File: config.mk
export PLATFORM = sky130hd
export DESIGN_NAME = cls_device_flat
export DESIGN_NICKNAME = d
export VERILOG_FILES = /design/src/shared/cls_pkg.sv /design/src/shared/cls_cfg_if.sv /design/src/cls_device.sv /design/src/flat_wrapper.sv
export SDC_FILE = /design/constraint.sdc
export NUM_CORES = 1
export LEC_CHECK = 0
export ABC_AREA = 1
export CORE_MARGIN = 2
export CORE_UTILIZATION = 30
export CTS_BUF_LIST = sky130_fd_sc_hd__clkbuf_8
export DETAILED_ROUTE_END_ITERATION = 16
export DONT_BUFFER_PORTS = 1
export PLACE_DENSITY = 0.5
export SETUP_SLACK_MARGIN = 0.05
export SLEW_MARGIN = 20
export SYNTH_ARGS = -nofsm -noshare
export SYNTH_HDL_FRONTEND = slang
export SYNTH_SLANG_ARGS = --single-unit
File: constraint.sdc
create_clock -name clk -period 2.11 [get_ports clk]
set_clock_uncertainty 0.1 [all_clocks]
set_input_delay 0.3165 -clock clk [delete_from_list [all_inputs] [get_ports clk]]
set_output_delay 0.3165 -clock clk [all_outputs]
set_load 0.02 [all_outputs]
File: src/shared/cls_pkg.sv
// Notes on behaviour
// - selftest enabled: LFSR makes 511-character sequence
// - synced checker compares each character, reports status
// - loop end shows 010b or 100b once
// - mismatches beyond matches by 16: abort, wait
// - PLL lock loss forces pattern start state
// - reset presets selftest select to disabled
// - rx power latch 0 disables PLL, analog
// - two tx and two reclock driver latches
// - cleared driver off; both off, logic off
// - both reclock drivers off: reclocker off only
// - reset initializes every machine, counter, latch
// - host also resets the boundary-scan controller
// - host writes enabling latches after every reset
// - six write-only seven-bit banks, no readback
// - strobe low captures data into addressed bank
// - banks 0 to 2 hold receive channel
// - static, dynamic and test bank address groups
// - host drives fixed bits with required values
// - rate latch resets 1: half-rate clock out
// - half rate: capture on alternate clock edges
// - selftest select resets 11; 01 off, 10 on
// - reclock driver latches reset 0, 1 enables
package cls_pkg;
   localparam int ADDR_W = 3;
   localparam int DATA_W = 7;
   localparam int CHAR_W = 10;
   localparam int NUM_BANKS = 6;

   // bank addresses, index order of the storage
   localparam logic [ADDR_W-1:0] BANK_ADDR [NUM_BANKS] = '{3'h0, 3'h1, 3'h2, 3'h5, 3'h6, 3'h7};
   localparam logic [DATA_W-1:0] BANK_RESET [NUM_BANKS] = '{7'h00, 7'h01, 7'h18, 7'h00, 7'h00, 7'h00};
   localparam logic [ADDR_W-1:0] TEST_ADDR_A = 3'h3;
   localparam logic [ADDR_W-1:0] TEST_ADDR_B = 3'h4;

   // field positions
   localparam int RATE_IDX = 1;
   localparam int RATE_BIT = 0;
   localparam int RXDYN_IDX = 2;
   localparam int RX_POWER_BIT = 0;
   localparam int RECLK1_BIT = 1;
   localparam int RECLK2_BIT = 2;
   localparam int SELFTEST_LSB = 3;
   localparam int TXDYN_IDX = 5;
   localparam int TX1_BIT = 0;
   localparam int TX2_BIT = 1;

   // selftest select encodings
   localparam logic [1:0] SEL_OFF = 2'h1;
   localparam logic [1:0] SEL_ON = 2'h2;

   // checker
   localparam int LFSR_W = 9;
   localparam logic [LFSR_W-1:0] LFSR_SEED = 9'h1ff;
   localparam int TAP_A = 8;
   localparam int TAP_B = 4;
   localparam logic [8:0] SEQ_LAST = 9'h1fe;
   localparam logic [4:0] ABORT_DIFF = 5'h10;

   // status codes {status bit, data bit 0, data bit 1}
   localparam logic [2:0] ST_MATCH = 3'h0;
   localparam logic [2:0] ST_MISS = 3'h1;
   localparam logic [2:0] ST_LOOP_GOOD = 3'h2;
   localparam logic [2:0] ST_WAIT = 3'h3;
   localparam logic [2:0] ST_LOOP_BAD = 3'h4;

   typedef enum logic [1:0] {
      CHK_START = 2'b00,
      CHK_WAIT = 2'b01,
      CHK_COMPARE = 2'b11
   } cls_chk_state_t;

   // host side
   localparam logic [1:0] HREG_WRITE = 2'h0;
   localparam logic [1:0] HREG_STATUS = 2'h1;
   localparam logic [1:0] HREG_LAST = 2'h2;
   localparam logic [3:0] JTAG_RESET_CYCLES = 4'h8;
   localparam logic [DATA_W-1:0] FIX_MASK = 7'h60;
   localparam logic [DATA_W-1:0] FIX_VALUE = 7'h00;
   localparam int BOOT_LEN = 3;
   localparam logic [9:0] BOOT_TABLE [BOOT_LEN] = '{10'h081, 10'h10f, 10'h383};

   typedef enum logic [1:0] {
      HW_IDLE = 2'b00,
      HW_SETUP = 2'b01,
      HW_STROBE = 2'b11,
      HW_HOLD = 2'b10
   } cls_host_state_t;

   function automatic logic [LFSR_W-1:0] cls_lfsr_next(input logic [LFSR_W-1:0] s);
      return {s[LFSR_W-2:0], s[TAP_A] ^ s[TAP_B]};
   endfunction

   function automatic logic [CHAR_W-1:0] cls_lfsr_char(input logic [LFSR_W-1:0] s);
      return {s, s[TAP_A] ^ s[TAP_B]};
   endfunction
endpackage

File: src/shared/cls_cfg_if.sv
`timescale 1ns/1ps
interface cls_cfg_if;
   logic [cls_pkg::ADDR_W-1:0] latchAddr;
   logic [cls_pkg::DATA_W-1:0] latchData;
   logic latchWriteStrobeN;
   modport dev(
      input latchAddr,
      input latchData,
      input latchWriteStrobeN
   );
   modport host(
      output latchAddr,
      output latchData,
      output latchWriteStrobeN
   );
endinterface

File: src/cls_device.sv
`timescale 1ns/1ps
module cls_device (
   input wire logic clk,
   input wire logic resetn,
   cls_cfg_if.dev cfg,
   input wire logic [cls_pkg::CHAR_W-1:0] rxChar,
   input wire logic rxPllLocked,
   output logic [cls_pkg::CHAR_W-1:0] rxParallelOut,
   output logic selftestStatusBit,
   output logic rxChannelPowerOn,
   output logic txPrimaryDriverOn,
   output logic txSecondaryDriverOn,
   output logic txLogicOn,
   output logic reclkPrimaryDriverOn,
   output logic reclkSecondaryDriverOn,
   output logic reclkLogicOn,
   output logic rxClockRateSelect,
   output logic recoveredClockOutP,
   output logic recoveredClockOutN
);
   import cls_pkg::*;

   // configuration storage, write only
   logic [DATA_W-1:0] bank_r [NUM_BANKS];
   logic [NUM_BANKS-1:0] bankHit;
   wire writeActive = !cfg.latchWriteStrobeN;

   genvar gi;
   generate
      for (gi = 0; gi < NUM_BANKS; gi++) begin : gBank
         // test addresses match no entry, so writes there are dropped
         assign bankHit[gi] = writeActive && (cfg.latchAddr == BANK_ADDR[gi]);
         always_ff @(posedge clk or negedge resetn) begin
            if (!resetn) begin
               bank_r[gi] <= BANK_RESET[gi];
            end else if (bankHit[gi]) begin
               bank_r[gi] <= cfg.latchData;
            end
         end
      end
   endgenerate

   // field decode; banks 0..2 belong to the receive/reclock channel
   wire rateHalf = bank_r[RATE_IDX][RATE_BIT];
   wire rxPower = bank_r[RXDYN_IDX][RX_POWER_BIT];
   wire reclk1 = bank_r[RXDYN_IDX][RECLK1_BIT];
   wire reclk2 = bank_r[RXDYN_IDX][RECLK2_BIT];
   wire [1:0] selftestSel = bank_r[RXDYN_IDX][SELFTEST_LSB +: 2];
   wire tx1 = bank_r[TXDYN_IDX][TX1_BIT];
   wire tx2 = bank_r[TXDYN_IDX][TX2_BIT];

   // lock arrives from the analog PLL: two-stage synchroniser
   logic lockMeta_r;
   logic lockSync_r;
   always_ff @(posedge clk or negedge resetn) begin
      if (!resetn) begin
         lockMeta_r <= 1'b0;
         lockSync_r <= 1'b0;
      end else begin
         lockMeta_r <= rxPllLocked;
         lockSync_r <= lockMeta_r;
      end
   end

   // checker runs only with the channel powered, locked and selected
   wire pllRunning = rxPower && lockSync_r;
   wire checkEnabled = rxPower && (selftestSel == SEL_ON);

   cls_chk_state_t state_r;
   cls_chk_state_t state_nxt;
   logic [LFSR_W-1:0] lfsr_r;
   logic [LFSR_W-1:0] lfsr_nxt;
   logic [8:0] charCnt_r;
   logic [8:0] charCnt_nxt;
   logic [4:0] diff_r;
   logic [4:0] diff_nxt;
   logic loopErr_r;
   logic loopErr_nxt;
   logic [2:0] code_nxt;

   wire [CHAR_W-1:0] expectChar = cls_lfsr_char(lfsr_r);
   wire [CHAR_W-1:0] seedChar = cls_lfsr_char(LFSR_SEED);
   wire charMatch = (rxChar == expectChar);
   wire seedSeen = (rxChar == seedChar);
   wire loopEnd = (charCnt_r == SEQ_LAST);
   wire abortNow = !charMatch && (diff_r == ABORT_DIFF);
   wire [4:0] diffUp = diff_r + 5'h1;
   wire [4:0] diffDown = (diff_r == 5'h0) ? 5'h0 : diff_r - 5'h1;

   always_comb begin
      state_nxt = state_r;
      lfsr_nxt = lfsr_r;
      charCnt_nxt = charCnt_r;
      diff_nxt = diff_r;
      loopErr_nxt = loopErr_r;
      code_nxt = ST_WAIT;
      if (!pllRunning || !checkEnabled) begin
         state_nxt = CHK_START;
         lfsr_nxt = LFSR_SEED;
         charCnt_nxt = 9'h0;
         diff_nxt = 5'h0;
         loopErr_nxt = 1'b0;
      end else begin
         unique case (state_r)
            CHK_START: begin
               state_nxt = CHK_WAIT;
               lfsr_nxt = LFSR_SEED;
               diff_nxt = 5'h0;
            end
            CHK_WAIT: begin
               diff_nxt = 5'h0;
               if (seedSeen) begin
                  // seed character taken as position 0 of the loop
                  state_nxt = CHK_COMPARE;
                  lfsr_nxt = cls_lfsr_next(LFSR_SEED);
                  charCnt_nxt = 9'h1;
                  loopErr_nxt = 1'b0;
               end
            end
            CHK_COMPARE: begin
               lfsr_nxt = cls_lfsr_next(lfsr_r);
               diff_nxt = charMatch ? diffDown : diffUp;
               if (abortNow) begin
                  state_nxt = CHK_WAIT;
                  lfsr_nxt = LFSR_SEED;
                  diff_nxt = 5'h0;
                  charCnt_nxt = 9'h0;
                  code_nxt = ST_MISS;
               end else if (loopEnd) begin
                  charCnt_nxt = 9'h0;
                  loopErr_nxt = 1'b0;
                  code_nxt = (loopErr_r || !charMatch) ? ST_LOOP_BAD : ST_LOOP_GOOD;
               end else begin
                  charCnt_nxt = charCnt_r + 9'h1;
                  loopErr_nxt = loopErr_r || !charMatch;
                  code_nxt = charMatch ? ST_MATCH : ST_MISS;
               end
            end
            default: begin
               state_nxt = CHK_START;
            end
         endcase
      end
   end

   always_ff @(posedge clk or negedge resetn) begin
      if (!resetn) begin
         state_r <= CHK_START;
         lfsr_r <= LFSR_SEED;
         charCnt_r <= 9'h0;
         diff_r <= 5'h0;
         loopErr_r <= 1'b0;
      end else begin
         state_r <= state_nxt;
         lfsr_r <= lfsr_nxt;
         charCnt_r <= charCnt_nxt;
         diff_r <= diff_nxt;
         loopErr_r <= loopErr_nxt;
      end
   end

   // output register: status replaces the two low data bits while checking
   logic [CHAR_W-1:0] parOut_r;
   logic statusBit_r;
   // data bit 0 carries the middle code bit, data bit 1 the low one
   wire [CHAR_W-1:0] parOut_nxt = checkEnabled ? {rxChar[CHAR_W-1:2], code_nxt[0], code_nxt[1]} : rxChar;
   wire statusBit_nxt = checkEnabled && code_nxt[2];

   // deserializer path keeps running whatever the reclocker does
   always_ff @(posedge clk or negedge resetn) begin
      if (!resetn) begin
         parOut_r <= '0;
         statusBit_r <= 1'b0;
      end else begin
         parOut_r <= pllRunning ? parOut_nxt : '0;
         statusBit_r <= pllRunning ? statusBit_nxt : 1'b0;
      end
   end

   // power controls
   logic rxPower_r;
   logic tx1_r;
   logic tx2_r;
   logic txLogic_r;
   logic reclk1_r;
   logic reclk2_r;
   logic reclkLogic_r;
   logic rate_r;
   logic clkPhase_r;
   always_ff @(posedge clk or negedge resetn) begin
      if (!resetn) begin
         rxPower_r <= 1'b0;
         tx1_r <= 1'b0;
         tx2_r <= 1'b0;
         txLogic_r <= 1'b0;
         reclk1_r <= 1'b0;
         reclk2_r <= 1'b0;
         reclkLogic_r <= 1'b0;
         rate_r <= 1'b1;
         clkPhase_r <= 1'b0;
      end else begin
         rxPower_r <= rxPower;
         tx1_r <= tx1;
         tx2_r <= tx2;
         txLogic_r <= tx1 || tx2;
         reclk1_r <= reclk1;
         reclk2_r <= reclk2;
         reclkLogic_r <= rxPower && (reclk1 || reclk2);
         rate_r <= rateHalf;
         // half rate: toggle once per character; full rate: rest low
         clkPhase_r <= rateHalf ? !clkPhase_r : 1'b0;
      end
   end

   assign rxParallelOut = parOut_r;
   assign selftestStatusBit = statusBit_r;
   assign rxChannelPowerOn = rxPower_r;
   assign txPrimaryDriverOn = tx1_r;
   assign txSecondaryDriverOn = tx2_r;
   assign txLogicOn = txLogic_r;
   assign reclkPrimaryDriverOn = reclk1_r;
   assign reclkSecondaryDriverOn = reclk2_r;
   assign reclkLogicOn = reclkLogic_r;
   assign rxClockRateSelect = rate_r;
   assign recoveredClockOutP = clkPhase_r;
   assign recoveredClockOutN = rate_r ? !clkPhase_r : 1'b0;
endmodule

File: src/flat_wrapper.sv
// flat-port wrapper written by rule: the top's interface ports become plain ports
module cls_device_flat import cls_pkg::*;
  (clk, resetn, rxChar, rxPllLocked, rxParallelOut, selftestStatusBit, rxChannelPowerOn, txPrimaryDriverOn, txSecondaryDriverOn, txLogicOn, reclkPrimaryDriverOn, reclkSecondaryDriverOn, reclkLogicOn, rxClockRateSelect, recoveredClockOutP, recoveredClockOutN, cfg_latchAddr, cfg_latchData, cfg_latchWriteStrobeN);
  cls_cfg_if cfg_i ();
  input wire logic clk;
  input wire logic resetn;
  input wire logic [cls_pkg::CHAR_W-1:0] rxChar;
  input wire logic rxPllLocked;
  output logic [cls_pkg::CHAR_W-1:0] rxParallelOut;
  output logic selftestStatusBit;
  output logic rxChannelPowerOn;
  output logic txPrimaryDriverOn;
  output logic txSecondaryDriverOn;
  output logic txLogicOn;
  output logic reclkPrimaryDriverOn;
  output logic reclkSecondaryDriverOn;
  output logic reclkLogicOn;
  output logic rxClockRateSelect;
  output logic recoveredClockOutP;
  output logic recoveredClockOutN;
  input wire logic [$bits(cfg_i.latchAddr)-1:0] cfg_latchAddr;
  input wire logic [$bits(cfg_i.latchData)-1:0] cfg_latchData;
  input wire logic [$bits(cfg_i.latchWriteStrobeN)-1:0] cfg_latchWriteStrobeN;
  assign cfg_i.latchAddr = cfg_latchAddr;
  assign cfg_i.latchData = cfg_latchData;
  assign cfg_i.latchWriteStrobeN = cfg_latchWriteStrobeN;
  cls_device u_core (.clk(clk), .resetn(resetn), .cfg(cfg_i), .rxChar(rxChar), .rxPllLocked(rxPllLocked), .rxParallelOut(rxParallelOut), .selftestStatusBit(selftestStatusBit), .rxChannelPowerOn(rxChannelPowerOn), .txPrimaryDriverOn(txPrimaryDriverOn), .txSecondaryDriverOn(txSecondaryDriverOn), .txLogicOn(txLogicOn), .reclkPrimaryDriverOn(reclkPrimaryDriverOn), .reclkSecondaryDriverOn(reclkSecondaryDriverOn), .reclkLogicOn(reclkLogicOn), .rxClockRateSelect(rxClockRateSelect), .recoveredClockOutP(recoveredClockOutP), .recoveredClockOutN(recoveredClockOutN));
endmodule
==> results of run 1 <==
[stage by stage]
stage | utilization | hold WS, ns | cell area [um2]
after global placement | 0.3242 | -0.07786 | 2995
after floorplan | - | -0.07909 | 2853
after detailed placement | 0.3242 | -0.07758 | 2995
final | 0.3477 | 0.01673 | 3213
after CTS | 0.3410 | 0.008381 | 3151
after global routing | 0.3477 | 0.01474 | 3213
[power breakdown]
part           switching (mW)  internal [mW]  total [mW]
clock network           0.395          0.252       0.647
logic                   0.103         0.0574       0.160
registers               0.111           1.17        1.28
[sequential cells by signal (all words and copies together) (netlist names), 2 cells and up]
name	cells
u_core.charCnt_r	9
u_core.diff_r	5
u_core.bank_r	8
u_core.lfsr_r	9
u_core.rxParallelOut	10
u_core.state_r	2
[worst paths after layout]
check | slack (ns) | endpoint | start | cells after the start
hold reg to reg | 0.27 | u_core.lockSync_r | u_core.lockMeta_r | 0
max in group asynchronous | 1.16 | u_core.rxClockRateSelect | resetn | 2
hold / removal | 0.02 | u_core.rxParallelOut[9] | rxChar[9] | 2
setup reg to reg | 0.23 | u_core.charCnt_r[7] | u_core.bank_r[25] | 10
setup / recovery | 0.23 | u_core.charCnt_r[7] | u_core.bank_r[25] | 10
min in group asynchronous | 0.46 | u_core.rxParallelOut[7] | resetn | 2
[layout by cell type (no fill, tap or decap), types with 4 or more instances in the layout]
cell type	Yosys	final
nor2_1	36	35
nand3_1	22	22
nor3_1	5	5
dfstp_2	13	13
o21ai_0	11	11
nand2_4	4	4
inv_1	49	49
o21ai_1	9	9
inv_2	6	6
nand2_2	7	6
clkbuf_8	0	5
dfrtp_1	43	43
ha_1	4	4
o21bai_1	5	5
nand2_1	105	105
[layout make-up]
class,instances,area (um2),area share
clock buffers,5,68.82,0.02142
multi-input cells,238,1230,0.3828
repair buffers,8,100.1,0.03115
clock inverters,3,28.78,0.008956
inverters,55,206.4,0.06425
flip-flops and latches,56,1418,0.4412
well taps,129,161.4,0.05023
[logic make-up after synthesis]
kind of cell | count (synthesis) | synth area share
flip-flops | 56 | 0.4969
adder cells (fa/ha/maj) | 4 | 0.01754
AO/OA/AOI/OAI | 33 | 0.06798
XOR/XNOR | 6 | 0.01842
AND/OR/NAND/NOR | 192 | 0.3057
multiplexers | 3 | 0.01184
buffers and inverters | 58 | 0.08158
[per-layer routing]
| layer | vias to the layer above | wire [um] |
|---|---|---|
| met1 | 1026 | 2663 |
| met5 | - | 0 |
| met3 | 4 | 262 |
| met2 | 39 | 2769 |
| met4 | 0 | 57 |
| li1 | 1111 | - |
[timing repair]
item,CTS,global route
resized for setup,0,5
setup buffers,0,3
setup endpoints to repair,0,10
hold buffers,4,0
endpoints found under the hold margin,58,0
==> impl_metrics.yaml, run 1 <==
power_and_ir_drop:
  power_density_mw_per_mm2: 649.5
  ir_worst_vdd_v: 0.0004619
  p_total_mw: 2.087
  leakagePower_nw: 1.556
global_routing:
  gr-total-overflow: 0
  grt_util_met2: 0.2039
  busiest_layer: "met2"
  met1_usage: 0.1537
  grt_start_max_net_pins: 57
  grt_pass1_wl_mm: 9.956
  grt_pass1_vias: 2213
  grt_usage: 0.1214
  grt_use_met3: 0.02968
  antenna_found_initial: 0
min_path:
  hp-class: "input pin to register"
drt:
  vias_per_cell: 4.413
  via_count: 2180
  totalWireLength_mm: 5.753
  drcViolationCount: 0
  wl_per_cell_um: 11.65
  ant_nets: 0
  drtIter0Drc: 88
  drt_pass1_iterations: 4
timing:
  drv_slew: 0
  hold_viol: 0
  grt_setup_unrepaired: "true"
  period_needed_ns: 1.879
  fin_ws_ns: 0.2313
  tightest_slew_ns: 0.3923
  fmax_mhz: 532.3
  max_slew_margin: 0.7378
  finalSetupViolCount: 0
  min_period_over_period: 0.8904
  tns_ns: 0
yosys:
  synth_seq_cells: 56
  synth_edf_count: 0
  yosys_warnings: 0
  syn_avg_cell_area_um2: 8.104
  synth_area_mm2: 0.002853
  synthTopCellsByCount: "nand2_1, inv_1, dfrtp_1"
  async_reset_ff_frac: 1.000
  synthTopCellsByArea: "dfrtp_1, nand2_1, dfstp_2"
  syn_nets: 380
  yosysMostFrequentCell: "nand2_1"
  yosysSeqAreaShare: 0.4969
  synth_flop_cell: "dfrtp_1"
  syn_inst: 352
  synth_area_leader_cell: "dfrtp_1"
  synth_cell_types: 32
  synth_top_area_frac: 0.3772
final_layout:
  fill_cells: 973
  area_delta_synth_final_pct: 12.63
  diodes: 0
  final_cells: 494
  finalNetCount: 392
  drive_above_1_share: 0.1589
clock_network:
  cts-buffers-inserted: 5
  cts.sinks: 56
  cts_tree: "yes"
  clk_path_buf_depth: 2
  path_clk_slew_ns: 0.11
  htree_levels: 2
  ctsRootBufferMaster: "clkbuf_8"
  clock_latency_ns: 0.31
setup_path:
  cpPeakStageDelay_ns: 0.55
  arrival_ns: 2.03
  crit_chain: "nand2_2, nor2_4, nand2_4, nor3_4, nand2_2, nand2_4, inv_1, nand3b_1, nand2_1, nor2_1"
  worstSetupPathType: "register to register"
  cp-end-kind: "register"
  path_max_fanout: 11
  crit_family: "simple AND/OR/NAND/NOR gates"
  worst-path-buf-inv: 1
  cp_slowest_cell: "dfstp_2"
  critPathRequiredTime_ns: 2.26
  start_kind: "register"
placed_design:
  place_hpwl_mm: 4.164
  gp_congestion: 0.8618
  pre_cts_slack_ns: 0.1624
  port_buffers: 0
  place_inst: 479
status:
  status: "finished, final reports clean"
die:
  ios: 45
  die_w_um: 101.5
  die_h_um: 101.5
  row_count: 35
  die-area_mm2: 0.01031
  core_mm2: 0.009240
  initial_utilization: 0.3087
flow_run:
  maxCapViolations: 0
Note: power is estimated with default switching activity, not from simulation.
==> inputs of run 2 (changes only) <==
--- a/constraint.sdc
+++ b/constraint.sdc
@@ -3,3 +3,3 @@
 set_input_delay 0.3165 -clock clk [delete_from_list [all_inputs] [get_ports clk]]
 set_output_delay 0.3165 -clock clk [all_outputs]
-set_load 0.02 [all_outputs]
+set_load 0.05 [all_outputs]
==> run 2 against run 1 <==
Compared with the run above: register-to-register slack lost 0.02 ns; utilization shrank 0.32 points; global-route usage shrank 0.18 points; combinational power increased by 11%; fmax down 0.80%; sequential share of layout area is 0.42 points higher; clock-buffer cell count stayed put; routed wire length decreased by 2.2%; critical path depth grew 2; sequential cell count is the same; sequential power grew 9%; worst setup slack worse by 0.015 ns; largest cell class unchanged; highest routed layer unchanged.
==> impl_metrics.yaml, run 2 (same netlist as run 1, synthesis figures left out) <==
status:
  status: "finished, final reports clean"
timing:
  grt_setup_unrepaired: "true"
  finalSetupViolCount: 0
  drv_slew: 0
  period_needed_ns: 1.894
  max_slew_margin: 0.6676
  tns_ns: 0
  fmax_mhz: 528.0
  fin_ws_ns: 0.2162
  tightest_slew_ns: 0.4987
  min_period_over_period: 0.8975
  hold_viol: 0
setup_path:
  cp_slowest_cell: "dfstp_2"
  crit_chain: "inv_2, nand2_1, nand2_1, nor2_1, nand2_1, nor2_4, nand2_4, nand2_4, nand2_4, nor2_1, nand2_1, nand2_1"
  worst-path-buf-inv: 1
  path_common_cell: "nand2_1"
  cp-end-kind: "register"
  crit_family: "simple AND/OR/NAND/NOR gates"
  worstSetupPathType: "register to register"
  arrival_ns: 2.05
  cpPeakStageDelay_ns: 0.57
  critPathRequiredTime_ns: 2.26
  start_kind: "register"
  path_max_fanout: 12
die:
  die_w_um: 101.5
  row_count: 35
  die_h_um: 101.5
  core_mm2: 0.009240
  die-area_mm2: 0.01031
  ios: 45
  initial_utilization: 0.3087
global_routing:
  grt_pass1_vias: 2131
  grt_pass1_wl_mm: 9.853
  antenna_found_initial: 0
  grt_start_max_net_pins: 57
  grt_usage: 0.1196
  gr-total-overflow: 0
power_and_ir_drop:
  p_total_mw: 2.205
  power_density_mw_per_mm2: 692.8
  ir_worst_vdd_v: 0.0005045
  leakagePower_nw: 1.540
final_layout:
  area_delta_synth_final_pct: 11.58
  drive_above_1_share: 0.1515
  layout_commonest_cell: "nand2_1"
  finalNetCount: 390
  final_cell_mix: "nand2_1, inv_1, dfrtp_1, nor2_1, nand3_1"
  postLayoutCoreUtil: 0.3445
  largest_reg_flops: 10
  final_cells: 492
  diodes: 0
placed_design:
  gp_congestion: 0.8547
  pre_cts_slack_ns: 0.1389
  place_hpwl_mm: 4.125
  place_inst: 480
  port_buffers: 0
flow_run:
  maxCapViolations: 0
drt:
  drtIter0Drc: 99
  vias_per_cell: 4.339
  drt_pass1_iterations: 4
  ant_nets: 0
  drcViolationCount: 0
  via_count: 2135
  wl_per_cell_um: 11.44
  totalWireLength_mm: 5.628
clock_network:
  cts-buffers-inserted: 5
  cts_tree: "yes"
  htree_levels: 2
  cts.sinks: 56
  path_clk_slew_ns: 0.11
  clk_path_buf_depth: 2
  clock_latency_ns: 0.31
  ctsRootBufferMaster: "clkbuf_8"
min_path:
  hp-class: "input pin to register"
[run 2: path summary, 6_finish.rpt]
path                                   startpoint                  endpoint  slack, ns  cells past startpoint
worst max-delay path             u_core.lfsr_r[8]          u_core.diff_r[1]       0.22                     12
worst min-delay path                    rxChar[8]   u_core.rxParallelOut[8]       0.03                      2
worst max register to register   u_core.lfsr_r[8]          u_core.diff_r[1]       0.22                     12
worst min register to register  u_core.lockMeta_r         u_core.lockSync_r       0.27                      0
max in group asynchronous                  resetn  u_core.rxClockRateSelect       1.19                      2
min in group asynchronous                  resetn   u_core.rxParallelOut[5]       0.42                      2
[run 2: per-layer routing]
| metal | wire length [um] | vias up | track usage |
|---|---|---|---|
| li1 | - | 1107 | - |
| met1 | 2639 | 991 | 0.1525 |
| met2 | 2711 | 35 | 0.2009 |
| met3 | 230 | 2 | 0.03037 |
| met4 | 46 | 0 | 0.03326 |
| met5 | 0 | - | 0 |
[run 2: through the flow]
step | hold slack (ns) | instance area, um2
floorplan | -0.07909 | 2853
global placement | -0.07790 | 3003
detailed placement | -0.07743 | 3003
CTS | 0.01615 | 3158
global route | 0.01711 | 3183
finish | 0.02542 | 3183
[run 2: worst reg2reg max path: stages, from the launching register on]
cell     delay [ns]
dfstp_2        0.57
inv_2          0.05
nand2_1        0.05
nand2_1        0.05
nor2_1         0.12
nand2_1        0.10
nor2_4         0.17
nand2_4        0.13
nand2_4        0.13
nand2_4        0.12
nor2_1         0.13
nand2_1        0.07
nand2_1        0.06
[run 2: power by group]
part / leakage [nW] / switching (mW) / internal, mW
Sequential: 0.710 / 0.225 / 1.17
Clock: 0.0511 / 0.383 / 0.252
Combinational: 0.779 / 0.115 / 0.0635
Total: 1.54 / 0.724 / 1.48
[run 2: cell type report]
cell class | instances | area, um2
clock buffer | 5 | 68.82
clock inverter | 3 | 28.78
fill | 965 | 6057
inverter | 55 | 206.4
multi-input combinational | 238 | 1227
sequential | 56 | 1418
tap | 129 | 161.4
timing repair buffer | 6 | 72.57
[run 2: timing repair]
item / CTS / global route
resized for setup: 0 / 4
hold buffers: 4 / 0
endpoints found under the setup margin: 0 / 9
endpoints found under the hold margin: 58 / 0
buffers inserted: 0 / 0
==> inputs of run 3 (changes only) <==
CTS_CLUSTER_SIZE = 28   (was default)
PLACE_DENSITY = default   (was 0.5)
PLACE_DENSITY_LB_ADDON = 0.05   (was default)
==> run 3 against run 2 <==
Compared with the run above: largest power group unchanged; clock power is 0.8% lower; combinational power is 3% higher; register-to-register slack hardly changed.
==> impl_metrics.yaml, run 3 (same netlist as run 1, synthesis figures left out) <==
final_layout:
  diodes: 0
  final_cells: 501
  fill_cells: 993
  postLayoutCoreUtil: 0.3492
  finalNetCount: 399
  drive_above_1_share: 0.1720
  layout_commonest_cell: "nand2_1"
  final_cell_mix: "nand2_1, inv_1, dfrtp_1, nor2_1, nand3_1"
  multi_input_area_mm2: 0.001206
  area_delta_synth_final_pct: 13.11
  largest_reg_flops: 10
  register_area_mm2: 0.001418
drt:
  drtIter0Drc: 50
  wl_per_cell_um: 11.94
  vias_per_cell: 4.301
  drcViolationCount: 0
  drt_pass1_iterations: 4
  ant_nets: 0
  totalWireLength_mm: 5.982
  via_count: 2155
timing:
  period_needed_ns: 1.882
  tns_ns: 0
  grt_setup_unrepaired: "false"
  finalSetupViolCount: 0
  drv_slew: 0
  min_period_over_period: 0.8921
  tightest_slew_ns: 0.5003
  fmax_mhz: 531.2
  hold_viol: 0
  max_slew_margin: 0.6665
die:
  die-area_mm2: 0.01031
  ios: 45
  die_h_um: 101.5
  initial_utilization: 0.3087
  core_mm2: 0.009240
  die_w_um: 101.5
  row_count: 35
setup_path:
  worstSetupPathType: "register to register"
  crit_chain: "inv_2, nand2_1, nand2_1, nor2_1, nand2_1, nor2_4, nand2_4, nand2_4, nand2_4, nor2_1, nand2_1, nand2_1"
  path_common_cell: "nand2_1"
  cpPeakStageDelay_ns: 0.58
  cp-end-kind: "register"
  cp_slowest_cell: "dfstp_2"
  path_max_fanout: 12
  start_kind: "register"
  critPathRequiredTime_ns: 2.27
  arrival_ns: 2.04
global_routing:
  gr-total-overflow: 0
  grt_usage: 0.1234
  grt_pass1_wl_mm: 9.998
  antenna_found_initial: 0
  grt_pass1_vias: 2073
  grt_start_max_net_pins: 57
placed_design:
  place_inst: 484
  place_hpwl_mm: 4.310
  port_buffers: 0
  gp_congestion: 0.7704
min_path:
  hp-class: "input pin to register"
power_and_ir_drop:
  ir_worst_vdd_v: 0.0003703
  leakagePower_nw: 1.578
  power_density_mw_per_mm2: 682.9
clock_network:
  htree_levels: 2
  cts.sinks: 56
  cts-buffers-inserted: 5
  path_clk_slew_ns: 0.11
  clock_latency_ns: 0.32
  ctsRootBufferMaster: "clkbuf_8"
  clk_path_buf_depth: 2
  cts_tree: "yes"
status:
  status: "finished, final reports clean"
flow_run:
  maxCapViolations: 0
-- run 3: cell types whose count changed in the layout (fill, tap and decap cells not counted), sizes merged --
cell	delta
buf	+9
clkinv	+1
inv	-1
-- run 3: layout make-up --
class,count,area share
Clock inverter,3,0.008143
Tap cell,129,0.05002
Inverter,55,0.06398
Multi-Input combinational cell,238,0.3738
Sequential cell,56,0.4393
Timing Repair Buffer,15,0.04343
Clock buffer,5,0.02133
-- run 3: critical path: cells and delay by family (launching register included) --
family | cells | cell delay, ns
buf+inv | 1 | 0.05
flops | 1 | 0.58
simple gates | 11 | 1.09
-- run 3: what timing repair did --
action / 4_1_cts / 5_1_grt
gates resized for setup: 0 / 1
setup buffers: 0 / 5
setup endpoints to repair: 0 / 2
hold endpoints to repair: 58 / 0
hold buffers: 4 / 0
-- run 3: power by group --
group / switching (mW) / total, mW / internal (mW)
Sequential: 0.224 / 1.39 / 1.17
Combinational: 0.114 / 0.183 / 0.0690
Clock: 0.384 / 0.630 / 0.246
Total: 0.723 / 2.20 / 1.48
-- run 3: metrics by stage --
| step | power (mW) | setup slack [ns] | hold slack (ns) | cell area (um2) |
|---|---|---|---|---|
| final | 2.204 | 0.2276 | 0.01137 | 3227 |
| after global routing | 2.323 | 0.03101 | 0.01831 | 3227 |
| after CTS | 2.250 | 0.1520 | 0.0008376 | 3186 |
| after detailed placement | 1.569 | 0.1790 | -0.07743 | 3033 |
| after global placement | 1.568 | 0.2174 | -0.07768 | 3033 |
| after floorplan | 1.519 | 0.3068 | -0.07909 | 2853 |
-- run 3: final timing paths --
path                                    from                  endpoint  slack, ns  cells past startpoint
min in group asynchronous             resetn   u_core.rxParallelOut[5]       0.41                      2
max in group asynchronous             resetn  u_core.rxClockRateSelect       1.19                      2
min                                rxChar[3]   u_core.rxParallelOut[3]       0.01                      2
min reg2reg                u_core.lockMeta_r         u_core.lockSync_r       0.26                      0
max                         u_core.lfsr_r[8]          u_core.diff_r[1]       0.23                     12
max reg2reg                 u_core.lfsr_r[8]          u_core.diff_r[1]       0.23                     12
-- run 3: routing by layer --
metal | GRT usage | share of wire | vias up
li1 | - | - | 1119
met1 | 0.1671 | 0.49 | 988
met2 | 0.1994 | 0.46 | 44
met3 | 0.02622 | 0.039 | 4
met4 | 0.03430 | 0.0085 | 0
met5 | 0 | 0 | -
